[config.mk]
export PLATFORM = sky130hd
export DESIGN_NAME = pmbus_target_supervision
export DESIGN_NICKNAME = d
export VERILOG_FILES = /design/src/pmbus_sup_pkg.sv /design/src/pmbus_target_supervision.sv
export SDC_FILE = /design/constraint.sdc
export NUM_CORES = 1
export LEC_CHECK = 0
export ABC_AREA = 1
export BUFFER_PORTS_ARGS = -buffer_cell sky130_fd_sc_hd__clkbuf_2
export CAP_MARGIN = 25
export CORE_MARGIN = 10
export CORE_UTILIZATION = 61
export DETAILED_ROUTE_END_ITERATION = 8
export PLACE_DENSITY = 0.92
export REMOVE_ABC_BUFFERS = 1
export SETUP_SLACK_MARGIN = 0.5
export SLEW_MARGIN = 0
export SYNTH_ARGS = -nofsm -noshare
export SYNTH_HDL_FRONTEND = slang
export SYNTH_SLANG_ARGS = --single-unit
[constraint.sdc]
create_clock -name clk -period 11.25 [get_ports clk]
set_clock_uncertainty 0.2 [all_clocks]
set_input_delay 0 -clock clk [delete_from_list [all_inputs] [get_ports clk]]
set_output_delay 0 -clock clk [all_outputs]
set_load 0.1 [all_outputs]
[src/pmbus_sup_pkg.sv]
// pmbus_sup_pkg: constants for the bus target supervision block
// assumes a 50 MHz core clock and no software-visible registers
`default_nettype none
package pmbus_sup_pkg;
  localparam int unsigned CLK_HZ          = 50_000_000;
  // stuck-bus windows, milliseconds
  localparam int unsigned NONBLOCK_MS     = 32;
  localparam int unsigned BLOCK_MS        = 150;
  // longest times round down to whole cycles
  localparam int unsigned NONBLOCK_CYC    = (CLK_HZ / 1000) * NONBLOCK_MS;
  localparam int unsigned BLOCK_CYC       = (CLK_HZ / 1000) * BLOCK_MS;
  // linear number format fields
  localparam int unsigned EXP_W           = 5;
  localparam int unsigned MANT_W          = 11;
  localparam int unsigned LIN_W           = EXP_W + MANT_W;
  localparam int unsigned RES_BITS        = 10;
  localparam int unsigned RAW_W           = 32;
  // largest exponent that stays positive in the signed field
  localparam int unsigned EXP_MAX         = (1 << (EXP_W - 1)) - 1;
  localparam int unsigned MANT_LIM        = 1 << RES_BITS;
  // target address
  localparam int unsigned ADDR_W          = 7;
  localparam int unsigned STRAP_W         = 4;
  localparam logic [6:0]  NVM_ADDR_RST    = 7'h40;
  localparam int unsigned TIMER_W         = 24;
endpackage
`default_nettype wire

[src/pmbus_target_supervision.sv]
// pmbus_target_supervision: stuck-bus timer, address select, write guard,
// alert pin driver and linear-format encoder around a bus target port.
// assumes the protocol engine reports starts/stops on the core clock and
// a strap decoder gives a level plus an open-pin flag.
//
// What this block does
// - non-block reads abandoned after 32 ms
// - block reads abandoned after 150 ms
// - timeout counted from latest start condition
// - values encoded as 5-bit exp, 11-bit mantissa
// - telemetry limited to 10 bits resolution
// - address low four bits from strap
// - open strap falls back to stored address
// - write-protect high blocks protected writes
// - open-drain alert pulled low when active
`timescale 1ns/1ps
`default_nettype none
module pmbus_target_supervision #(
  parameter int unsigned NONBLOCK_CYCLES = pmbus_sup_pkg::NONBLOCK_CYC,
  parameter int unsigned BLOCK_CYCLES    = pmbus_sup_pkg::BLOCK_CYC
) (
  // clock and reset
  input  wire logic        clk,
  input  wire logic        rst,
  // protocol engine events (same clock)
  input  wire logic        start_seen,
  input  wire logic        stop_seen,
  input  wire logic        block_read,
  input  wire logic        eng_sda_low,
  input  wire logic        wr_req,
  input  wire logic        wr_protected,
  // pins
  input  wire logic        write_protect_pin,
  input  wire logic [3:0]  address_strap_input,
  input  wire logic        strap_open,
  input  wire logic [6:0]  nvm_addr,
  input  wire logic        alert_req,
  // telemetry in
  input  wire logic [31:0] raw_value,
  input  wire logic        raw_valid,
  // outputs
  output logic             sda_o,
  output logic             sda_oe,
  output logic             alert_o,
  output logic             alert_oe,
  output logic             stuck_bus_timeout,
  output logic             wr_accept,
  output logic [6:0]       target_addr,
  output logic [15:0]      lin_word,
  output logic             lin_valid
);
  // elaboration check: the timer must hold the longer window
  if (NONBLOCK_CYCLES < 1 || BLOCK_CYCLES <= NONBLOCK_CYCLES ||
      BLOCK_CYCLES >= (1 << pmbus_sup_pkg::TIMER_W)) begin : g_bad_cycles
    $error("bad stuck-bus cycle counts");
  end
  //////////////////////////////////////////////////////////////////////////////
  // pin synchronisers: two flops, first read by nothing else
  logic [1:0] wp_s_r, wp_s_nxt;
  logic [3:0] st0_r, st1_r;
  logic       op0_r, op1_r, al0_r, al1_r;
  always_comb wp_s_nxt = {wp_s_r[0], write_protect_pin};
  always_ff @(posedge clk) begin
    if (rst) begin
      wp_s_r <= 2'h3;
      st0_r  <= 4'h0;
      st1_r  <= 4'h0;
      op0_r  <= 1'h1;
      op1_r  <= 1'h1;
      al0_r  <= 1'h0;
      al1_r  <= 1'h0;
    end else begin
      wp_s_r <= wp_s_nxt;
      st0_r  <= address_strap_input;
      st1_r  <= st0_r;
      op0_r  <= strap_open;
      op1_r  <= op0_r;
      al0_r  <= alert_req;
      al1_r  <= al0_r;
    end
  end
  //////////////////////////////////////////////////////////////////////////////
  // stuck-bus timer
  typedef enum logic [1:0] {IDLE, BUSY, STUCK} tmr_t;
  tmr_t                                 st_r, st_nxt;
  logic [pmbus_sup_pkg::TIMER_W-1:0]    cnt_r, cnt_nxt;
  logic [pmbus_sup_pkg::TIMER_W-1:0]    limit;
  logic                                 to_pulse;
  always_comb begin
    limit    = block_read ? BLOCK_CYCLES[pmbus_sup_pkg::TIMER_W-1:0]
                          : NONBLOCK_CYCLES[pmbus_sup_pkg::TIMER_W-1:0];
    st_nxt   = st_r;
    cnt_nxt  = cnt_r;
    to_pulse = 1'b0;
    case (st_r)
      IDLE: if (start_seen) begin
        st_nxt  = BUSY;
        cnt_nxt = '0;
      end
      BUSY: begin
        if (start_seen) begin
          cnt_nxt = '0;
        end else if (stop_seen) begin
          st_nxt = IDLE;
        end else if (cnt_r + 1'b1 >= limit) begin
          st_nxt   = STUCK;
          to_pulse = 1'b1;
        end else begin
          cnt_nxt = cnt_r + 1'b1;
        end
      end
      STUCK: if (start_seen) begin
        st_nxt  = BUSY;
        cnt_nxt = '0;
      end
      default: st_nxt = IDLE;
    endcase
  end
  always_ff @(posedge clk) begin
    if (rst) begin
      st_r              <= IDLE;
      cnt_r             <= '0;
      stuck_bus_timeout <= 1'b0;
    end else begin
      st_r              <= st_nxt;
      cnt_r             <= cnt_nxt;
      stuck_bus_timeout <= to_pulse;
    end
  end
  nb_timeout_a: assert property (@(posedge clk) disable iff (rst)
    (st_r == BUSY && !block_read && !start_seen && !stop_seen &&
     cnt_r + 1'b1 >= NONBLOCK_CYCLES) |=> stuck_bus_timeout)
    else $error("non-block timeout missed");
  blk_timeout_a: assert property (@(posedge clk) disable iff (rst)
    (st_r == BUSY && block_read && cnt_r < BLOCK_CYCLES - 2) |=> !stuck_bus_timeout)
    else $error("block read timed out early");
  restart_cnt_a: assert property (@(posedge clk) disable iff (rst)
    (start_seen) |=> (cnt_r == '0 && st_r == BUSY))
    else $error("timer not restarted on start");
  // bus released while stuck, engine drives otherwise
  always_comb begin
    sda_o  = 1'b0;
    sda_oe = eng_sda_low && (st_r != STUCK) && !to_pulse;
  end
  // a start in the pulse cycle legally hands the bus back to the engine
  release_a: assert property (@(posedge clk) disable iff (rst)
    stuck_bus_timeout && !start_seen |-> !sda_oe [*2])
    else $error("sda held after timeout");
  pulse_once_a: assert property (@(posedge clk) disable iff (rst)
    stuck_bus_timeout |=> !stuck_bus_timeout)
    else $error("timeout pulse too long");
  //////////////////////////////////////////////////////////////////////////////
  // address select and write guard; strap level re-sampled every cycle after reset release
  logic [6:0] addr_nxt;
  always_comb begin
    if (op1_r) addr_nxt = nvm_addr;
    else addr_nxt = {nvm_addr[6:4], st1_r};
  end
  always_ff @(posedge clk) begin
    if (rst) target_addr <= pmbus_sup_pkg::NVM_ADDR_RST;
    else     target_addr <= addr_nxt;
  end
  always_comb wr_accept = wr_req && !(wp_s_r[1] && wr_protected);
  strap_addr_a: assert property (@(posedge clk) disable iff (rst)
    !op1_r ##1 1'b1 |-> target_addr[3:0] == $past(st1_r))
    else $error("strap bits not used");
  nvm_addr_a: assert property (@(posedge clk) disable iff (rst)
    op1_r |=> target_addr == $past(nvm_addr))
    else $error("stored address not used");
  wr_guard_a: assert property (@(posedge clk) disable iff (rst)
    (wp_s_r[1] && wr_protected) |-> !wr_accept)
    else $error("protected write passed");
  // open drain: low while alert active
  always_comb begin
    alert_o  = 1'b0;
    alert_oe = al1_r;
  end
  alert_drv_a: assert property (@(posedge clk) disable iff (rst)
    alert_req ##2 alert_req |-> alert_oe && !alert_o)
    else $error("alert not pulled low");
  //////////////////////////////////////////////////////////////////////////////
  // linear encoder: shift unsigned raw into 10 magnitude bits plus sign
  // truncation, not rounding: cheaper, at most one lsb low
  // exponent kept positive in its signed field; above that the mantissa saturates
  typedef logic [pmbus_sup_pkg::EXP_W-1:0]    exp_t;
  typedef logic [pmbus_sup_pkg::RES_BITS-1:0] mant_t;
  logic [15:0] lin_nxt;
  exp_t        sh;
  mant_t       mant;
  always_comb begin
    sh = '0;
    for (int i = 0; i < pmbus_sup_pkg::EXP_MAX; i++) begin
      if ((raw_value >> i) >= pmbus_sup_pkg::MANT_LIM) sh = exp_t'(i + 1);
    end
    if ((raw_value >> sh) >= pmbus_sup_pkg::MANT_LIM) mant = '1;
    else mant = mant_t'(raw_value >> sh);
    lin_nxt = {sh, 1'b0, mant};
  end
  always_ff @(posedge clk) begin
    if (rst) begin
      lin_word  <= 16'h0000;
      lin_valid <= 1'b0;
    end else begin
      if (raw_valid) lin_word <= lin_nxt;
      lin_valid <= raw_valid;
    end
  end
  lin_fmt_a: assert property (@(posedge clk) disable iff (rst)
    raw_valid |=> !lin_word[15] && !lin_word[10] && (lin_word[15:11] == '0 || lin_word[9]))
    else $error("linear word malformed");
  lin_res_a: assert property (@(posedge clk) disable iff (rst)
    raw_valid |=> ($past(raw_value) >> lin_word[15:11]) < pmbus_sup_pkg::MANT_LIM ||
      (lin_word[15:11] == pmbus_sup_pkg::EXP_MAX && lin_word[9:0] == '1))
    else $error("mantissa over ten bits");
  //////////////////////////////////////////////////////////////////////////////
  // scenario covers
  cov_timeout_c: cover property (@(posedge clk) stuck_bus_timeout);
  cov_stop_c: cover property (@(posedge clk) st_r == BUSY ##1 st_r == IDLE);
  cov_wp_c: cover property (@(posedge clk) wr_req && !wr_accept);
  cov_blk_c: cover property (@(posedge clk) stuck_bus_timeout && block_read);
  cov_sat_c: cover property (@(posedge clk) lin_valid && lin_word[9:0] == '1);
endmodule // pmbus_target_supervision
`default_nettype wire

# Word-level counts from Yosys, hierarchy flattened
# Cells that the tools add are included.
dict set report op_classes {
  addsub 1
  n_lt_le_gt_ge 17
  n_eq_ne 8
  n_shift 1
  muxes 32
  n_reduce_logical 11
}
# operator n
set op_table {}
lappend op_table {{2-to-1 mux 24 bit} 4}
lappend op_table {{2-to-1 mux 5 bit} 14}
lappend op_table {{>= comparator 32 x 11 -> 1 bit, second input constant} 2}
lappend op_table {{case mux 24 bit (2 select lines)} 1}
lappend op_table {{>> shifter 32 x 5 -> 32 bit} 1}
lappend op_table {{>= comparator 31 x 11 -> 1 bit, second input constant} 1}
lappend op_table {{>= comparator 30 x 11 -> 1 bit, second input constant} 1}
lappend op_table {{>= comparator 29 x 11 -> 1 bit, second input constant} 1}
lappend op_table {{>= comparator 28 x 11 -> 1 bit, second input constant} 1}
lappend op_table {{>= comparator 27 x 11 -> 1 bit, second input constant} 1}
lappend op_table {{>= comparator 26 x 11 -> 1 bit, second input constant} 1}
lappend op_table {{>= comparator 25 x 11 -> 1 bit, second input constant} 1}
lappend op_table {{adder 24 x 1 -> 24 bit, second input constant} 1}
lappend op_table {{>= comparator 24 x 11 -> 1 bit, second input constant} 1}
lappend op_table {{>= comparator 24 x 23 -> 1 bit} 1}
lappend op_table {{>= comparator 23 x 11 -> 1 bit, second input constant} 1}
lappend op_table {{2-to-1 mux 23 bit} 1}
lappend op_table {{>= comparator 22 x 11 -> 1 bit, second input constant} 1}
lappend op_table {{>= comparator 21 x 11 -> 1 bit, second input constant} 1}
lappend op_table {{>= comparator 20 x 11 -> 1 bit, second input constant} 1}
lappend op_table {{>= comparator 19 x 11 -> 1 bit, second input constant} 1}
lappend op_table {{>= comparator 18 x 11 -> 1 bit, second input constant} 1}
lappend op_table {{2-to-1 mux 10 bit} 1}
lappend op_table {{inequality test 3 bit, second input constant} 3}
lappend op_table {{other kinds (15)} 27}
dict set report totals {
  reg_bits 64
  inputBits 55
  out_inout_bits 30
}

# Logic depth before layout (Yosys ltp)
# Gate-level depths: netlist (run 1).
dict set report depth {
  word_depth 19
  ltp_mapped 27
  depth_no_buf 27
}

# Least setup slack after synthesis (run 1)
# No wires, ideal clock.
dict set report synth_timing {
  path_type {flip-flop to output port}
  startpoint {register cnt_r[0] (netlist name)}
  endpoint {output port sda_oe}
  arrival_ps 3556
  required_time_ps 11050
  setup_slack_ps 7494
  stages_incl_launch_ff 22
  n_path_buf 0
  cell_sequence {dfxtp_1 ha_1 nand2_1 nor3_2 nand3_2 inv_2 nand3_4 nor2_4 nand3_2 nor3_4 nand3_1 or3_1 xor2_1 inv_1 ha_1 a211oi_1 nand2_1 nor2_2 nand3_1 nand3_1 nand3_1 inv_1}
}
dict set report synth_between {
  elab_chain_len 8
}
# element line_no
set synth_rtl {}
lappend synth_rtl {{start, declared} pmbus_target_supervision.sv:86} ;# logic [pmbus_sup_pkg::TIMER_W-1:0] cnt_r, cnt_nxt;
lappend synth_rtl {{start signal, assigned} pmbus_target_supervision.sv:126} ;# cnt_r <= cnt_nxt;
lappend synth_rtl {{adder 24 x 1 -> 24 bit} pmbus_target_supervision.sv:105} ;# end else if (cnt_r + 1'b1 >= limit) begin
lappend synth_rtl {{>= comparator 24 x 23 -> 1 bit} pmbus_target_supervision.sv:105}
lappend synth_rtl {{2-to-1 mux 1 bit} pmbus_target_supervision.sv:105}
lappend synth_rtl {{2-to-1 mux 1 bit} pmbus_target_supervision.sv:103} ;# end else if (stop_seen) begin
lappend synth_rtl {{2-to-1 mux 1 bit} pmbus_target_supervision.sv:101} ;# if (start_seen) begin
lappend synth_rtl {{2-to-1 mux 1 bit} pmbus_target_supervision.sv:95} ;# case (st_r)
lappend synth_rtl {{zero test 1 bit} pmbus_target_supervision.sv:143} ;# sda_oe = eng_sda_low && (st_r != STUCK) && !to_pulse;
lappend synth_rtl {{logical AND 1 bit} pmbus_target_supervision.sv:143}
lappend synth_rtl {{end, declared} pmbus_target_supervision.sv:43} ;# output logic sda_oe,
# Every way passes these cells.

# Worst setup path in the final report (run 1)
dict set report layout_timing {
  startpoint {register cnt_r[0] (netlist name)}
  endpoint {register cnt_r[1] (netlist name)}
}
dict set report layout_between {
  elab_chain_len 5
  elab_cells_between_ends 8
}
# element line_no
set layout_rtl {}
lappend layout_rtl {{adder 24 x 1 -> 24 bit (*)} {pmbus_target_supervision.sv:105, pmbus_target_supervision.sv:109}}
lappend layout_rtl {{parallel branches: the longest is 4 deep, another holds >= comparator 24 x 23 -> 1 bit} --}
# Mark *: on every way between the ends. The select of a mux whose other input is x is not followed.
# A chain may end at the register's enable or synchronous reset.

==> results of run 1 <==
-- layout make-up --
class                           instances  area, µm²
Multi-Input combinational cell        537       2704
Fill cell                             585       1927
Sequential cell                        63       1261
Timing Repair Buffer                  104      638.1
Inverter                               97      364.1
Clock buffer                            9      123.9
Tap cell                               99      123.9
Clock inverter                          7      72.57
-- worst paths after layout --
| check | endpoint | cells after the start | slack [ns] |
|---|---|---|---|
| setup / recovery | cnt_r[1] | 24 | 6.48 |
| hold / removal | lin_word[3] | 6 | 0.01 |
| setup reg to reg | cnt_r[1] | 24 | 6.48 |
| hold reg to reg | st1_r[1] | 2 | 0.21 |
-- layout by cell type (no fill, tap or decap), drive strengths merged, types with 8 or more instances in the layout --
master       instances
a21oi                8
clkbuf              89
dfxtp               63
dlygate4sd3         22
ha                  12
inv                 97
nand2              161
nand3              119
nand4               35
nor2               133
nor3                11
o21ai               12
xor2                15
-- stage by stage --
stage          std cells  hold slack (ns)
3_3_place_gp         877         -0.01695
3_5_place_dp         878         -0.01452
5_1_grt              916          0.06374
6_report             916          0.01436
4_1_cts              916         0.001246
2_1_floorplan        697          -0.1309
-- worst min-delay path, delay by kind of cell --
family / cells / cell delay (ns)
and+or+nand+nor: 4 / 0.34
buffers and inverters: 2 / 0.18
-- kinds of logic after synthesis --
| family | count (synthesis) | synth area share [%] |
|---|---|---|
| fa+ha+maj | 12 | 3.336 |
| other cells | 1 | 0.08332 |
| flops | 63 | 28.02 |
| simple gates | 477 | 49.54 |
| buf+inv | 134 | 12.15 |
| compound gates | 28 | 3.753 |
| xor+xnor | 16 | 3.114 |
-- power by group --
| part | leakage (µW) | total [µW] | internal, µW | switching, µW |
|---|---|---|---|---|
| registers | 0.000522 | 252 | 239 | 12.4 |
| logic | 0.00204 | 171 | 47.1 | 124 |
| clock network | 0.0000956 | 197 | 103 | 94.1 |
| total | 0.00265 | 620 | 389 | 231 |
-- state kept, by name (all words and copies together) (netlist names) --
register           count
al0_r                  1
cnt_r                 24
wp_s_r                 2
op1_r                  1
lin_valid              1
alert_oe               1
st_r                   2
op0_r                  1
target_addr            7
stuck_bus_timeout      1
lin_word              14
st0_r                  4
st1_r                  4
-- per-layer routing --
metal	global-route usage, %	up-vias
li1	-	2503
met1	24.10	2343
met2	39.44	243
met3	6.341	47
met4	8.704	0
met5	0	-
==> impl_metrics.tcl, run 1 <==
set metrics [dict create \
    timing.final.hold_violations 0 \
    dr_wl_met3_um 1085 \
    timing.final.crit_period_ns 4.768 \
    worst_hold_startpoint "raw_value[18]" \
    grt_setup_unrepaired "false" \
    netlist.top_cell.by_area "sky130_fd_sc_hd__dfxtp_1" \
    run_status "complete, no violations" \
    post_cts.resized_instances 0 \
    routed_wire_length_per_instance_um 13.94 \
    cp_cell_sequence "ha_1, nand2_1, nor3_2, nand3_2, inv_2, nand3_4, nor2_4, nand3_2, nor3_4, nand3_1, or3_1, xor2_1, inv_1, ha_1, nand3_1, nor2_1, nand3_1, inv_1, nand3_1, nand4_2, nand3_4, inv_2, nand3_1, nand2_1" \
    top_layer_used "met4" \
    p_leak_uw 0.002653 \
    post-cts-setup-buffer-count 0 \
    worst_ep_arrival_time_ns 4.85 \
    dp_worst_setup_slack_ns 6.618 \
    post-dp-hpwl_um 9214 \
    synth_top_area_share_pct 28.02 \
    timing.critical_path.fanout_max 22 \
    grt_pass1_wl_um 21330 \
    yosys.cell_count.top_type "sky130_fd_sc_hd__nand2_1" \
    finalCoreUtilization_pct 73.29 \
    drive_above_1_share_pct 17.14 \
    synth-edff-count 0 \
    start_util_pct 62.38 \
    cts_hold_buffers 22 \
    initial_antenna_violation_count 0 \
    min_period_over_period_pct 42.38 \
    layout.nets 879 \
    worst_slack_ns 6.482 \
    cp_slowest_cell "sky130_fd_sc_hd__nand4_2" \
    final_cell_area_um2 5288 \
    asyncSetResetFlopFracSynth_pct 0 \
    endpoint_class_of_the_critical_path "register" \
    critPathKind "register to register" \
    die_h_um 105.9 \
    headroom_to_the_max_slew_limit_pct 40.67 \
    cpPeakStageDelay_ns 0.44 \
    port_buffers 80 \
    area_growth_pct 17.49 \
    synth_flop_cell "sky130_fd_sc_hd__dfxtp_1" \
    drt-met1-wl_um 4985 \
    numClockSinks 63 \
    clk_pin_slew_worst_paths_ns 0.07 \
    synth.top_cells.by_count "sky130_fd_sc_hd__nand2_1 (159), sky130_fd_sc_hd__nor2_1 (118), sky130_fd_sc_hd__nand3_1 (115)" \
    number_of_maximum_capacitance_violations 0 \
    setup_violations 0 \
    peakVddDrop_v 0.0001231 \
    ys_warn_count 0 \
    drt-pass1-iter-count 5 \
    maximum_number_of_pins_on_one_net_before_global_route_repair 37 \
    grt_remaining_overflow 0 \
    design_power_total_uw 619.8 \
    synth.cell_area_um2 4501 \
    ys_ff_latch 63 \
    gp_congestion 0.9074 \
    dr_wl_met2_um 6335 \
    drc 0 \
    cp_data_required_time_ns 11.34 \
    cts-buffers-inserted 9 \
    cts_htree_levels 3 \
    clk_root_buffer_cell "sky130_fd_sc_hd__clkbuf_8" \
    critical_path.top_delay_family "simple AND/OR/NAND/NOR gates" \
    max_freq_ghz 0.2097 \
    detail-route-antenna-nets 0 \
    worstSetupStartpoint "cnt_r[0]" \
    dieWidth_um 105.9 \
    global_route.usage.total_pct 22.09 \
    cts_buffer_depth 2 \
    critical_path_buf_inv_count 4 \
    postSynthAreaPerCell_um2 6.157 \
    placementRows 31 \
    io_pins 85 \
    via_count 5136 \
    place_area_um2 4871 \
    core_region_area_um2 7214 \
    min_path_type "primary input to register" \
    tritoncts "built" \
    startpoint_type "register" \
    power_density_nw_per_um2 117.2 \
    clk-insertion-delay-late_ns 0.34 \
    worst-slew-pin-transition_ns 0.8890 \
    timing.critical_path.mode_cell "sky130_fd_sc_hd__nand3_1" \
    worst_r2r_startpoint "cnt_r[0]" \
    synth.area.top_cells "sky130_fd_sc_hd__dfxtp_1 (28%), sky130_fd_sc_hd__nand2_1 (13%), sky130_fd_sc_hd__nand3_1 (13%), sky130_fd_sc_hd__nor2_1 (9.8%), sky130_fd_sc_hd__inv_1 (7.6%)" \
    syn_inst 731 \
    drt_wl_total_um 12770 \
    tns_ns 0 \
    dr.first_iter.drc_count 334 \
    die_area_um2 11210 \
    sequential_share_of_the_synthesized_area_pct 28.02 \
    number_of_different_library_cells_in_the_post_synthesis_netlist 42 \
    via_count_of_the_first_global_routing_pass 4918 \
    antenna_cells 0 \
    final_max_slew_viol_count 0 \
    avgViaCountPerCell 5.607 \
]
(Power assumes the default switching activity.)
==> run 2, diff against run 1 <==
--- a/config.mk
+++ b/config.mk
@@ -9,9 +9,9 @@
 export BUFFER_PORTS_ARGS = -buffer_cell sky130_fd_sc_hd__clkbuf_2
 export CAP_MARGIN = 25
 export CORE_MARGIN = 10
-export CORE_UTILIZATION = 61
+export CORE_UTILIZATION = 57
 export DETAILED_ROUTE_END_ITERATION = 8
-export PLACE_DENSITY = 0.92
+export PLACE_DENSITY = 0.87
 export REMOVE_ABC_BUFFERS = 1
 export SETUP_SLACK_MARGIN = 0.5
 export SLEW_MARGIN = 0
==> constraint.sdc (replaced) <==
create_clock -name clk -period 4.7 [get_ports clk]
set_clock_uncertainty 0.2 [all_clocks]
set_input_delay 0 -clock clk [delete_from_list [all_inputs] [get_ports clk]]
set_output_delay 0 -clock clk [all_outputs]
set_load 0.1 [all_outputs]
==> impl_metrics.tcl, run 2 (same netlist as run 1, synthesis figures left out) <==
set metrics [dict create \
    run_status "complete, no violations" \
    area_growth_pct 24.05 \
    largest_registers "cnt_r (24), lin_word (14), target_addr (7)" \
    layout.nets 895 \
    clkPwrFrac_pct 31.8 \
    timing.final.hold_violations 0 \
    die_h_um 108.9 \
    via_count 5300 \
    timing.critical_path.fanout_max 3 \
    grt_remaining_overflow 0 \
    power.switching_uw 582.3 \
    layout_common_cells "sky130_fd_sc_hd__nand2_1 (158), sky130_fd_sc_hd__nor2_1 (117), sky130_fd_sc_hd__nand3_1 (108)" \
    cts_htree_levels 3 \
    pwr-share-seq_pct 39.2 \
    initial_antenna_violation_count 0 \
    clk_root_buffer_cell "sky130_fd_sc_hd__clkbuf_8" \
    leading_cell_type_in_the_layout_fill_and_taps_excluded "sky130_fd_sc_hd__nand2_1" \
    netSwitchingFraction_pct 37.70 \
    cts-buffers-inserted 9 \
    worst-r2r-cell-count 24 \
    min_path_type "primary input to register" \
    min_period_over_period_pct 90.54 \
    tns_ns 0 \
    avgViaCountPerCell 5.668 \
    gp_congestion 0.9678 \
    drt_wl_total_um 14170 \
    detail-route-antenna-nets 0 \
    critical_path_buf_inv_count 5 \
    number_of_maximum_capacitance_violations 0 \
    core_region_area_um2 7687 \
    maximum_number_of_pins_on_one_net_before_global_route_repair 37 \
    clk_pin_slew_worst_paths_ns 0.07 \
    setup_violations 0 \
    clk-insertion-delay-late_ns 0.35 \
    global_route.usage.total_pct 22.87 \
    largest-register "cnt_r" \
    grt_setup_unrepaired "true" \
    worst_hold_startpoint "raw_value[7]" \
    startpoint_type "register" \
    final_max_slew_viol_count 0 \
    tritoncts "built" \
    worst_r2r_startpoint "cnt_r[1]" \
    routed_wire_length_per_instance_um 15.16 \
    via_count_of_the_first_global_routing_pass 5162 \
    dr.first_iter.drc_count 367 \
    post-dp-hpwl_um 9372 \
    numClockSinks 63 \
    min_to "lin_word[2]" \
    critPathKind "register to output pin" \
    power_frac_comb_pct 29.0 \
    critical_path.top_delay_family "simple AND/OR/NAND/NOR gates" \
    power_density_nw_per_um2 276.7 \
    drt-pass1-iter-count 7 \
    peakVddDrop_v 0.0002647 \
    drive_above_1_share_pct 21.37 \
    power_report.internal_total_uw 962.4 \
    r2r_end "cnt_r[1]" \
    placementRows 32 \
    cts_buffer_depth 2 \
    drc 0 \
    timing.final.crit_period_ns 4.255 \
    antenna_cells 0 \
    port_buffers 80 \
    endpoint_class_of_the_critical_path "output pin" \
    p_leak_uw 0.002778 \
    ff2ff_setup_slack_ns 0.48 \
    hold_crit_depth 9 \
    io_pins 85 \
    dieWidth_um 108.9 \
    worst-slew-pin-transition_ns 0.9707 \
    timing.critical_path.mode_cell "sky130_fd_sc_hd__nand3_2" \
    cpPeakStageDelay_ns 0.39 \
    cp_data_required_time_ns 4.50 \
    worstSetupStartpoint "cnt_r[1]" \
    fin_worst_hold_slack_ns 0.04555 \
    max_ffs_per_register 24 \
    worst_ep_arrival_time_ns 4.06 \
    start_util_pct 58.54 \
    headroom_to_the_max_slew_limit_pct 35.21 \
    grt_pass1_wl_um 22630 \
    die_area_um2 11850 \
    max_freq_ghz 0.2350 \
    cp_slowest_cell "sky130_fd_sc_hd__or3_1" \
]
-- run 2: power by group through the flow --
stage	clock network [µW]	logic [µW]	registers, µW
6_report	492	448	605
5_1_grt	524	485	609
4_1_cts	499	412	602
3_5_place_dp	0	393	614
3_3_place_gp	0	380	612
2_1_floorplan	0	202	701
-- run 2: how the worst max path moves through the flow --
stage               end  depth (start not counted)  slack [ns]
6_report         sda_oe                         25        0.44
5_1_grt          sda_oe                         22        0.22
4_1_cts          sda_oe                         24        0.48
3_5_place_dp   cnt_r[1]                         24        0.47
3_3_place_gp   cnt_r[1]                         24        0.65
2_1_floorplan  cnt_r[1]                         24        0.74
-- run 2: stage by stage --
stage	util [%]	instance area, µm²	std cells	setup slack (ns)	power (µW)
detailed placement	63.64	4892	884	0.4704	1007
global placement	63.57	4887	883	0.6548	991.9
finish	72.62	5583	935	0.4447	1545
floorplan	-	4329	697	0.7415	903.2
CTS	69.30	5328	922	0.4808	1513
global route	72.62	5583	935	0.2248	1618
-- run 2: final cells by class --
| type | instances | area (µm²) |
|---|---|---|
| Timing Repair Buffer | 119 | 769.5 |
| Sequential cell | 63 | 1269 |
| Timing Repair inverter | 1 | 11.26 |
| Multi-Input combinational cell | 537 | 2815 |
| Clock inverter | 6 | 68.82 |
| Inverter | 97 | 384.1 |
| Tap cell | 102 | 127.6 |
| Clock buffer | 10 | 137.6 |
| Fill cell | 588 | 2105 |
-- run 2: metal layers --
layer / GRT usage [%] / wire, µm
met1: 24.84 / 5382
met2: 39.91 / 7076
met3: 7.493 / 1313
met4: 9.981 / 397
met5: 0 / 0
-- run 2: repair_timing --
action                                  CTS  global route
hold buffers                             19             0
endpoints found under the setup margin   23            27
gates resized for setup                   6            36
hold endpoints to repair                 27             0
setup buffers                             3            12
pin swaps                                 0             9
cloned                                    0             1
-- run 2: worst register-to-register path: cells and delay by family (launching register included) --
| kind | cells | cell delay, ns |
|---|---|---|
| simple gates | 17 | 2.41 |
| buf+inv | 4 | 0.50 |
| fa+ha+maj | 2 | 0.43 |
| flops | 1 | 0.38 |
| xor+xnor | 1 | 0.19 |
==> run 3, diff against run 2 <==
--- a/config.mk
+++ b/config.mk
@@ -8,10 +8,13 @@
 export ABC_AREA = 1
 export BUFFER_PORTS_ARGS = -buffer_cell sky130_fd_sc_hd__clkbuf_2
 export CAP_MARGIN = 25
+export CELL_PAD_IN_SITES_DETAIL_PLACEMENT = 1
+export CELL_PAD_IN_SITES_GLOBAL_PLACEMENT = 2
+export CORE_ASPECT_RATIO = 1.75
 export CORE_MARGIN = 10
-export CORE_UTILIZATION = 57
+export CORE_UTILIZATION = 29
 export DETAILED_ROUTE_END_ITERATION = 8
-export PLACE_DENSITY = 0.87
+export PLACE_DENSITY = 0.85
 export REMOVE_ABC_BUFFERS = 1
 export SETUP_SLACK_MARGIN = 0.5
 export SLEW_MARGIN = 0
==> impl_metrics.tcl, run 3 (same netlist as run 1, synthesis figures left out) <==
set metrics [dict create \
    run_status "complete, no violations" \
    tritoncts "built" \
    dr_wl_met3_um 405 \
    setup_violations 0 \
    dr.first_iter.drc_count 141 \
    grt_remaining_overflow 0 \
    min_path_type "primary input to register" \
    critPathKind "register to output pin" \
    numClockSinks 63 \
    worst_r2r_startpoint "cnt_r[1]" \
    clk-insertion-delay-late_ns 0.33 \
    top_layer_used "met4" \
    die_h_um 184.8 \
    r2r_end "cnt_r[14]" \
    cts-buffers-inserted 9 \
    leading_cell_type_in_the_layout_fill_and_taps_excluded "sky130_fd_sc_hd__nand2_1" \
    hold_crit_depth 6 \
    p_leak_uw 0.002879 \
    tns_ns 0 \
    avgViaCountPerCell 4.913 \
    min_to "lin_word[8]" \
    cts_buffer_depth 2 \
    drt-met1-wl_um 5939 \
    power_density_nw_per_um2 299.6 \
    routed_wire_length_per_instance_um 15.87 \
    layout_common_cells "sky130_fd_sc_hd__nand2_1 (158), sky130_fd_sc_hd__nor2_1 (117), sky130_fd_sc_hd__nand3_1 (108)" \
    timing.final.hold_violations 0 \
    worst-r2r-cell-count 25 \
    headroom_to_the_max_slew_limit_pct 35.68 \
    clk_pin_slew_worst_paths_ns 0.05 \
    post-dp-hpwl_um 12320 \
    peakVddDrop_v 0.0001169 \
    min_period_over_period_pct 85.32 \
    grt_pass1_wl_um 25880 \
    dp_worst_setup_slack_ns 0.4046 \
    placementRows 60 \
    via_count 5036 \
    gp_congestion 0.8349 \
    maximum_number_of_pins_on_one_net_before_global_route_repair 37 \
    drive_above_1_share_pct 22.17 \
    number_of_maximum_capacitance_violations 0 \
    area_growth_pct 30.02 \
    via_count_of_the_first_global_routing_pass 5392 \
    drc 0 \
    initial_antenna_violation_count 0 \
    timing.final.crit_period_ns 4.010 \
    io_pins 85 \
    worst_ep_arrival_time_ns 3.81 \
    antenna_cells 0 \
    global_route.usage.total_pct 15.14 \
    max_ffs_per_register 24 \
    ff2ff_setup_slack_ns 0.73 \
    dieWidth_um 114.2 \
    die_area_um2 21100 \
    largest_registers "cnt_r (24), lin_word (14), target_addr (7)" \
    worst-slew-pin-transition_ns 0.9624 \
    port_buffers 80 \
    drt-pass1-iter-count 4 \
    core_region_area_um2 15310 \
    grt_setup_unrepaired "true" \
    drt_wl_total_um 16270 \
    largest-register "cnt_r" \
    dr_wl_met2_um 9504 \
    cp_data_required_time_ns 4.50 \
    startpoint_type "register" \
    clk_root_buffer_cell "sky130_fd_sc_hd__clkbuf_16" \
    detail-route-antenna-nets 0 \
    design_power_total_uw 1753 \
    max_freq_ghz 0.2494 \
    cts_htree_levels 3 \
    final_max_slew_viol_count 0 \
    endpoint_class_of_the_critical_path "output pin" \
    worst_hold_startpoint "raw_value[18]" \
    start_util_pct 29.39 \
    timing.critical_path.fanout_max 4 \
    worst_slack_ns 0.6902 \
    layout.nets 901 \
]
-- run 3: cell types whose count changed in the layout (fill, tap and decap cells not counted), moves of 2 or more --
cell	before	now
sky130_fd_sc_hd__buf_4	17	24
sky130_fd_sc_hd__clkbuf_16	0	10
sky130_fd_sc_hd__clkinvlp_4	3	1
sky130_fd_sc_hd__buf_12	2	0
sky130_fd_sc_hd__clkbuf_8	10	3
sky130_fd_sc_hd__a21oi_2	1	3
sky130_fd_sc_hd__clkinv_4	2	0
-- run 3: worst max path at each step --
stage | start | end | depth (start not counted) | slack (ns)
finish | cnt_r[1] | sda_oe | 24 | 0.69
global route | cnt_r[2] | cnt_r[18] | 24 | 0.40
CTS | cnt_r[0] | sda_oe | 24 | 0.51
detailed placement | cnt_r[0] | st_r[0] | 24 | 0.40
global placement | cnt_r[0] | st_r[0] | 24 | 0.56
floorplan | cnt_r[0] | cnt_r[1] | 24 | 0.74
-- run 3: where the power goes --
group / internal, µW / switching (µW)
sequential: 574 / 32.6
clock: 455 / 247
combinational: 130 / 315
-- run 3: cell type report --
| cell class | instances | area [µm²] |
|---|---|---|
| Tap cell | 186 | 232.7 |
| Timing Repair Buffer | 126 | 839.6 |
| Inverter | 97 | 371.6 |
| Multi-Input combinational cell | 537 | 2820 |
| Clock buffer | 12 | 266.5 |
| Sequential cell | 63 | 1270 |
| Fill cell | 2046 | 9463 |
| Clock inverter | 4 | 51.30 |
-- run 3: worst max-delay path, cell delays in order, from the launching register on --
cell                        delay (ns)
sky130_fd_sc_hd__dfxtp_4          0.37
sky130_fd_sc_hd__ha_4             0.15
sky130_fd_sc_hd__nand2_4          0.06
sky130_fd_sc_hd__nor3_4           0.15
sky130_fd_sc_hd__nand3_2          0.10
sky130_fd_sc_hd__inv_2            0.09
sky130_fd_sc_hd__nand3_4          0.08
sky130_fd_sc_hd__nor2_4           0.13
sky130_fd_sc_hd__nand3_4          0.11
sky130_fd_sc_hd__nor3_4           0.22
sky130_fd_sc_hd__nand3_2          0.09
sky130_fd_sc_hd__or3_4            0.35
sky130_fd_sc_hd__xor2_2           0.16
sky130_fd_sc_hd__inv_2            0.06
sky130_fd_sc_hd__ha_4             0.26
sky130_fd_sc_hd__nand3_1          0.09
sky130_fd_sc_hd__nor2_2           0.16
sky130_fd_sc_hd__nand3_2          0.12
sky130_fd_sc_hd__inv_2            0.10
sky130_fd_sc_hd__nand3_2          0.09
sky130_fd_sc_hd__nand3_2          0.11
sky130_fd_sc_hd__nand3_2          0.08
sky130_fd_sc_hd__nand3_2          0.09
sky130_fd_sc_hd__inv_1            0.06
sky130_fd_sc_hd__clkbuf_16        0.19
-- run 3: what timing repair did --
| action | CTS | global route |
|---|---|---|
| setup endpoints to repair | 23 | 26 |
| pin swaps | 3 | 10 |
| hold buffers | 20 | 0 |
| setup buffers | 3 | 11 |
| gates resized for setup | 12 | 22 |
| endpoints found under the hold margin | 30 | 0 |
-- run 3: routing by layer --
layer / vias to the layer above / GRT usage, %
met5: - / 0
met4: 0 / 6.744
met3: 19 / 2.462
met2: 73 / 30.29
met1: 2400 / 14.26
li1: 2544 / -
-- run 3: stage by stage --
step                      utilization, %  hold WS (ns)  cell area [µm²]  std cells
after floorplan                        -       -0.1309             4329        697
after global placement             32.98      -0.01706             5051        974
after detailed placement           32.98     -0.009140             5051        974
after CTS                          36.87     0.0004967             5647       1013
after global routing               38.21       0.05028             5852       1025
final                              38.21     0.0001206             5852       1025
